<file path="src/rtl/supervisor_consts.vh">
`ifndef SUPERVISOR_CONSTS_VH
`define SUPERVISOR_CONSTS_VH
`define CLK_HZ          200000000
`define RESET_HOLD_MS   50
`define WDOG_SHORT_MS   100
`define WDOG_LONG_MS    1600
`define RESET_HOLD_CYC  (`CLK_HZ / 1000 * `RESET_HOLD_MS)
`define WDOG_SHORT_CYC  (`CLK_HZ / 1000 * `WDOG_SHORT_MS)
`define WDOG_LONG_CYC   (`CLK_HZ / 1000 * `WDOG_LONG_MS)
`define WDOG_PULSE_CYC  16
`define CNT_W           32
`endif

</file>
<file path="src/rtl/flag_sync.v">
`default_nettype none
module flag_sync #(
   parameter W = 4
) (
   input  wire         sys_clk,
   input  wire         rst_n,
   input  wire         clk_en,
   input  wire [W-1:0] d_in,
   output wire [W-1:0] d_out
);
   reg [W-1:0] meta_q;
   reg [W-1:0] sync_q;
   genvar i;
   generate
      for (i = 0; i < W; i = i + 1)
      begin : g_bit
         always @(posedge sys_clk or negedge rst_n)
         begin
            if (!rst_n)
            begin
               meta_q[i] <= 1'b0;
               sync_q[i] <= 1'b0;
            end
            else if (clk_en)
            begin
               meta_q[i] <= d_in[i];
               sync_q[i] <= meta_q[i];
            end
         end
      end
   endgenerate
   assign d_out = sync_q;
endmodule // flag_sync
`default_nettype wire

</file>
<file path="src/rtl/kick_watchdog.v">
`default_nettype none
`include "supervisor_consts.vh"
module kick_watchdog #(
   parameter [31:0] SHORT_CYC = `WDOG_SHORT_CYC,
   parameter [31:0] LONG_CYC  = `WDOG_LONG_CYC,
   parameter [31:0] PULSE_CYC = `WDOG_PULSE_CYC
) (
   input  wire sys_clk,
   input  wire rst_n,
   input  wire clk_en,
   input  wire hold,
   input  wire enable,
   input  wire use_internal,
   input  wire long_sel,
   input  wire cap_tick,
   input  wire kick,
   output reg  timeout_pulse
);
   reg  [31:0] cnt_q;
   reg  [31:0] pcnt_q;
   reg         kick_q;
   wire        toggled = kick ^ kick_q;
   wire [31:0] limit   = long_sel ? LONG_CYC : SHORT_CYC;
   wire        adv     = use_internal | cap_tick;
   always @(posedge sys_clk or negedge rst_n)
   begin
      if (!rst_n)
      begin
         cnt_q         <= 32'h0;
         pcnt_q        <= 32'h0;
         kick_q        <= 1'b0;
         timeout_pulse <= 1'b0;
      end
      else if (clk_en)
      begin
         kick_q <= kick;
         if (pcnt_q != 32'h0)
         begin
            pcnt_q        <= pcnt_q - 32'h1;
            timeout_pulse <= (pcnt_q != 32'h1);
         end
         else
            timeout_pulse <= 1'b0;
         if (hold || !enable)
            cnt_q <= 32'h0;
         // [RL16] Both edges restart.
         else if (toggled)
            cnt_q <= 32'h0;
         // [RL1] Timebase source choice.
         else if (adv)
         begin
            // [RL2] Period limit reached.
            // [RL7] Timeout pulse issued.
            if (cnt_q >= limit - 32'h1)
            begin
               cnt_q         <= 32'h0;
               pcnt_q        <= PULSE_CYC;
               timeout_pulse <= 1'b1;
            end
            else
               cnt_q <= cnt_q + 32'h1;
         end
      end
   end
endmodule // kick_watchdog
`default_nettype wire

</file>
<file path="src/rtl/supply_supervisor_watchdog.v">
// How it works
// [RL1] Select low uses capacitor timebase; high uses internal oscillator.
// [RL2] Internal oscillator offers 100 ms or 1.6 s, chosen statically.
// [RL3] Backup cell within 50 mV of main supply gives a reset pulse.
// [RL4] Reset is low while low-line sense is below threshold.
// [RL5] Reset stays low 50 ms after low-line sense recovers.
// [RL6] Processor must toggle kick within every selected period (100 ms or 1.6 s).
// [RL7] Missing kick within period gives a reset pulse.
// [RL8] Floating kick input disables the watchdog.
// [RL9] Early-warning flag asserts while early-warning sense is low.
// [RL10] Early-warning threshold should sit above reset threshold.
// [RL11] Backup indicator low while main exceeds cell, high otherwise.
// [RL12] Switched supply uses main normally, backup cell on failure.
// [RL13] Gated chip-select follows input above threshold, high below.
// [RL14] Backup mode ignores kick, select; holds select high, reset, flag low.
// [RL15] Comparator flags are synchronised before use.
// [RL16] Either kick edge restarts the watchdog count.
`default_nettype none
`include "supervisor_consts.vh"
module supply_supervisor_watchdog #(
   parameter [31:0] HOLD_CYC  = `RESET_HOLD_CYC,
   parameter [31:0] SHORT_CYC = `WDOG_SHORT_CYC,
   parameter [31:0] LONG_CYC  = `WDOG_LONG_CYC,
   parameter [31:0] PULSE_CYC = `WDOG_PULSE_CYC
) (
   input  wire sys_clk,
   input  wire rst_n,
   input  wire clk_en,
   input  wire period_source_select,
   input  wire timing_cap_input,
   input  wire period_long_sel,
   input  wire watchdog_kick_in,
   input  wire watchdog_kick_driven,
   input  wire low_line_sense,
   input  wire early_warning_sense,
   input  wire main_above_cell,
   input  wire cell_near_main,
   input  wire chip_select_in,
   output reg  reset_out_n,
   output reg  early_warning_flag,
   output reg  backup_switch_indicator,
   output reg  switched_supply,
   output reg  chip_select_gated
);
   wire [3:0] raw_flags;
   wire [3:0] s_flags;
   wire       line_ok;
   wire       warn_ok;
   wire       main_up;
   wire       near;
   wire       backup;
   wire       wd_pulse;
   reg        near_q;
   reg        cap_q;
   reg [31:0] hold_q;
   reg        hold_busy_q;
   reg [31:0] npcnt_q;

   assign raw_flags = {cell_near_main, main_above_cell,
                       early_warning_sense, low_line_sense};

   // [RL15] Comparator flag sync.
   flag_sync #(
      .W (4)
   ) u_sync (
      .sys_clk (sys_clk),
      .rst_n   (rst_n),
      .clk_en  (clk_en),
      .d_in    (raw_flags),
      .d_out   (s_flags)
   );

   assign line_ok = s_flags[0];
   assign warn_ok = s_flags[1];
   assign main_up = s_flags[2];
   assign near    = s_flags[3];
   assign backup  = ~main_up;

   kick_watchdog #(
      .SHORT_CYC (SHORT_CYC),
      .LONG_CYC  (LONG_CYC),
      .PULSE_CYC (PULSE_CYC)
   ) u_wdog (
      .sys_clk       (sys_clk),
      .rst_n         (rst_n),
      .clk_en        (clk_en),
      // [RL14] Kick ignored in backup.
      .hold          (backup | ~reset_out_n),
      // [RL8] Floating kick disables.
      .enable        (watchdog_kick_driven),
      .use_internal  (period_source_select),
      .long_sel      (period_long_sel),
      .cap_tick      (timing_cap_input & ~cap_q),
      .kick          (watchdog_kick_in),
      .timeout_pulse (wd_pulse)
   );

   always @(posedge sys_clk or negedge rst_n)
   begin
      if (!rst_n)
      begin
         near_q                  <= 1'b0;
         cap_q                   <= 1'b0;
         hold_q                  <= 32'h0;
         hold_busy_q             <= 1'b1;
         npcnt_q                 <= 32'h0;
         reset_out_n             <= 1'b0;
         early_warning_flag      <= 1'b0;
         backup_switch_indicator <= 1'b1;
         switched_supply         <= 1'b1;
         chip_select_gated       <= 1'b1;
      end
      else if (clk_en)
      begin
         near_q <= near;
         cap_q  <= timing_cap_input;
         // [RL3] Near-cell reset pulse.
         if (near && !near_q)
            npcnt_q <= PULSE_CYC - 32'h1;
         else if (npcnt_q != 32'h0)
            npcnt_q <= npcnt_q - 32'h1;
         // [RL4] Low line holds reset.
         if (!line_ok || backup)
         begin
            hold_q      <= 32'h0;
            hold_busy_q <= 1'b1;
         end
         // [RL5] Release delay count.
         else if (hold_busy_q)
         begin
            if (hold_q >= HOLD_CYC - 32'h1)
               hold_busy_q <= 1'b0;
            else
               hold_q <= hold_q + 32'h1;
         end
         // [RL7] Watchdog pulse drives reset.
         reset_out_n <= ~(hold_busy_q | !line_ok | backup | wd_pulse
                          | (npcnt_q != 32'h0) | (near && !near_q));
         // [RL9] Early-warning flag.
         early_warning_flag <= ~backup & ~warn_ok;
         // [RL11] Backup indicator.
         backup_switch_indicator <= ~main_up;
         // [RL12] Supply source choice.
         switched_supply <= main_up;
         // [RL13] Chip-select gating.
         chip_select_gated <= (!line_ok || backup) ? 1'b1 : chip_select_in;
      end
   end
endmodule // supply_supervisor_watchdog
`default_nettype wire

</file>
<file path="config.mk">
export PLATFORM = sky130hd
export DESIGN_NAME = supply_supervisor_watchdog
export DESIGN_NICKNAME = d
export VERILOG_FILES = /design/src/rtl/flag_sync.v /design/src/rtl/kick_watchdog.v /design/src/rtl/supply_supervisor_watchdog.v
export VERILOG_INCLUDE_DIRS = /design/src /design/src/rtl
export SDC_FILE = /design/constraint.sdc
export NUM_CORES = 1
export LEC_CHECK = 0
export BUFFER_PORTS_ARGS = -buffer_cell sky130_fd_sc_hd__buf_2
export CORE_UTILIZATION = 54
export CTS_BUF_LIST = sky130_fd_sc_hd__clkbuf_2 sky130_fd_sc_hd__clkbuf_4 sky130_fd_sc_hd__clkbuf_8
export CTS_CLUSTER_SIZE = 8
export DETAILED_ROUTE_END_ITERATION = 10
export HOLD_SLACK_MARGIN = 0.08
export PLACE_DENSITY = 0.7
export SLEW_MARGIN = 40
export SYNTH_ARGS = -nofsm -noshare
export SYNTH_HDL_FRONTEND = slang
export SYNTH_SLANG_ARGS = --single-unit
</file>
<file path="constraint.sdc">
create_clock -name sys_clk -period 3.3 [get_ports sys_clk]
set_clock_uncertainty 0.2 [all_clocks]
set_input_delay 0.165 -clock sys_clk [delete_from_list [all_inputs] [get_ports sys_clk]]
set_output_delay 0.165 -clock sys_clk [all_outputs]
set_load 0.02 [all_outputs]
</file>
==> run_results.csv <==
group,metric,value,unit
pwr,peakVddDrop,0.4717,mV
setup_path,ff2ff_path_depth,8,
synthesis,synth_compound_area_frac,0.1469,
synthesis,syn-num-nets,878,
cts,cts.sinks,146,
setup_path,end_kind,"register",
placement,place_ws,223.5,ps
setup_path,path_buf_inv,1,
setup_path,r2r_end,"u_wdog.cnt_q[20]",
job,maxCapViolCount,0,
global_route,grt.overflow.total,0,
cts,cts_tree,"yes",
setup_path,r2r_slack,250,ps
detailed_routing,via_per_inst,6.070,
global_route,antenna_found_initial,0,
cts,clk_pin_slew,90,ps
synthesis,synth.area.mux_share,0.02465,
status,status,"finished, final reports clean",
timing,fin_crit_sh,0.9238,
timing,hold_ws,77.69,ps
global_route,grt_pass1_vias,6461,
timing,clock.fmax,328.0,MHz
cts,clock_path_buffers,2,
floorplanning,dieArea,0.01506,mm^2
detailed_routing,first_pass_iters,5,
synthesis,post_synth_fa_ha_maj_area_fraction,0.02385,
synthesis,syn_area,0.007868,mm^2
floorplanning,rows,43,
synthesis,avgSynthCellArea,9.256,um^2
detailed_routing,met1_length,8.175,mm
cts,cts_resized,0,
setup_path,cp.required,3480,ps
detailed_routing,avgRoutedWirePerCell,16.18,um
setup_path,cp_slowest_stage_delay,440,ps
pwr,p_per_area,556.8,mW/mm^2
timing,finalHoldViolations,0,
timing,worst_pin_slew,808.0,ps
placement,numPortBuffers,17,
finish,final_cell_mix,"dfrtp_1, nor2_1, nand2_1",
global_route,grt_use_total,0.2507,
setup_path,start_kind,"register",
floorplanning,initial_utilization,0.5603,
detailed_routing,drc,0,
detailed_routing,dr_wl_met3,588,um
setup_path,crit_chain,"ha_1 > a2111o_1 > a31oi_1 > o211a_1 > a22o_1 > buf_4 > nand2_1 > o211ai_1",
detailed_routing,wl,17.38,mm
timing,setup_viol,0,
timing,final.min_clock_period,3049,ps
detailed_routing,wl_met2,8.427,mm
timing,maxSlewHeadroom,0.4594,
global_route,grt_max_degree,77,
finish,layout-drive-gt1-share,0.1152,
setup_path,crit_arrival,3230,ps
global_route,grt_pass1_wl,29.87,mm
floorplanning,io-pin-count,18,
hold_path,hold_path_class,"primary input to asynchronous set/reset pin",
cts,root_buffer,"clkbuf_8",
synthesis,async_reset_ff_frac,1.000,
setup_path,cp_top_family,"compound AO/OA/AOI/OAI gates",
detailed_routing,highest_layer,"met4",
placement,dpl.hpwl,11.42,mm
cts,cts_setup_buffers,0,
finish,layout_commonest_cell,"dfrtp_1",
setup_path,worstSetupPathType,"register to register",
synthesis,synth_edf_count,0,
finish,utilization,0.6340,
cts,htreeDepth,4,
synthesis,synthXorXnorAreaFrac,0.04787,
synthesis,synth_cells,850,
floorplanning,core,0.01404,mm^2
synthesis,synth_top_family_by_area,"simple AND/OR/NAND/NOR gates",
setup_path,regToRegStartpoint,"u_wdog.cnt_q[17]",
synthesis,yosys.area_share.simple,0.2632,
detailed_routing,num_vias,6519,
timing,finalWorstSetupSlack,251.5,ps
synthesis,synth_seq_cells,146,
floorplanning,die_w,122.7,um
setup_path,path_max_fanout,46,
detailed_routing,first_iter_violations,591,
placement,gp_congestion,0.8647,
cts,cts_inserted_buffers,17,
synthesis,synth_flop_cell,"dfrtp_1",
floorplanning,chipHeight,122.7,um
setup_path,slowest_stage,"dfrtp_1",
timing,rsz0062_at_grt,"no",
finish,nNetsFinal,909,
synthesis,yosysUniqueCellTypes,66,
detailed_routing,ant_nets,0,
timing,setup_tns,0,ps
pwr,p_leak,0.003733,uW
finish,area_growth,13.15,%
synthesis,synth_warnings,0,
setup_path,worstSetupPathDepth,8,
timing,slew_viol_final,0,
finish,num_antenna_cells,0,
cts,clk_latency,460,ps
synthesis,seq_area_frac_synth,0.4650,
cts,ctsHoldBuffers,14,
-- layer usage --
metal / global-route usage / up-vias
li1: - / 3201
met1: 0.3214 / 3187
met2: 0.4238 / 114
met3: 0.05251 / 17
met4: 0.07698 / 0
met5: 0 / -
-- final cells by class --
class,count,area (um^2)
Clock buffer,18,241.5
Clock inverter,14,307.8
Fill cell,1136,5140
Inverter,17,63.81
Multi-Input combinational cell,648,3999
Sequential cell,146,3659
Tap cell,180,225.2
Timing Repair Buffer,51,406.6
-- worst max path at each step --
stage / from / endpoint / slack, ps
3_5_place_dp: period_long_sel / u_wdog.cnt_q[3] / 220
4_1_cts: u_wdog.cnt_q[17] / u_wdog.cnt_q[3] / 270
5_1_grt: u_wdog.cnt_q[17] / u_wdog.cnt_q[18] / 60
3_3_place_gp: period_long_sel / u_wdog.pcnt_q[2] / 340
2_1_floorplan: npcnt_q[6] / npcnt_q[29] / 560
6_report: u_wdog.cnt_q[17] / u_wdog.cnt_q[20] / 250
-- registers in the layout (all words and copies together), names as in the netlist --
| name | count |
|---|---|
| u_sync.meta_q | 4 |
| u_wdog.cnt_q | 32 |
| u_wdog.kick_q | 1 |
| reset_out_n | 1 |
| chip_select_gated | 1 |
| switched_supply | 1 |
| cap_q | 1 |
| u_sync.d_out | 4 |
| backup_switch_indicator | 1 |
| early_warning_flag | 1 |
| u_wdog.pcnt_q | 32 |
| hold_busy_q | 1 |
| npcnt_q | 32 |
| hold_q | 32 |
| near_q | 1 |
| u_wdog.timeout_pulse | 1 |
-- where the power goes --
group | internal [uW] | switching [uW]
Clock | 1210 | 705
Sequential | 1990 | 197
Combinational | 345 | 507
-- kinds of logic after synthesis --
family | after synthesis
AO/OA/AOI/OAI | 171
XOR/XNOR | 43
adder cells (fa/ha/maj) | 15
buffers and inverters | 56
flip-flops | 146
multiplexers | 18
AND/OR/NAND/NOR | 401
-- per-stage QoR --
step           total power (uW)  cell area, um^2  cells
5_1_grt                    5207             8902   1074
6_report                   4957             8902   1074
3_5_place_dp               3047             8213   1028
2_1_floorplan              2785             7868    850
4_1_cts                    4986             8902   1074
3_3_place_gp               2997             8208   1028
-- cells in the mapped netlist (9+ instances only) --
cell type	count	area [um^2]
and2_1	17	106.4
o211ai_1	14	105.1
o21ai_0	45	225.2
nand2b_1	10	62.56
xor2_1	19	166.4
or3_1	11	68.82
a31oi_1	12	75.07
or4_1	15	112.6
ha_1	15	187.7
xnor2_1	24	210.2
mux2_2	11	123.9
and3_1	9	56.30
nor2_1	102	382.9
dfrtp_1	142	3553
nor3_1	33	165.2
o41ai_1	9	78.83
nor4_1	20	125.1
o31ai_1	18	135.1
nand3_1	57	285.3
inv_1	17	63.81
nand4_1	23	143.9
clkbuf_1	34	127.6
a21oi_1	28	140.1
nand2_1	64	240.2
Power figures use the tool's default switching activity.
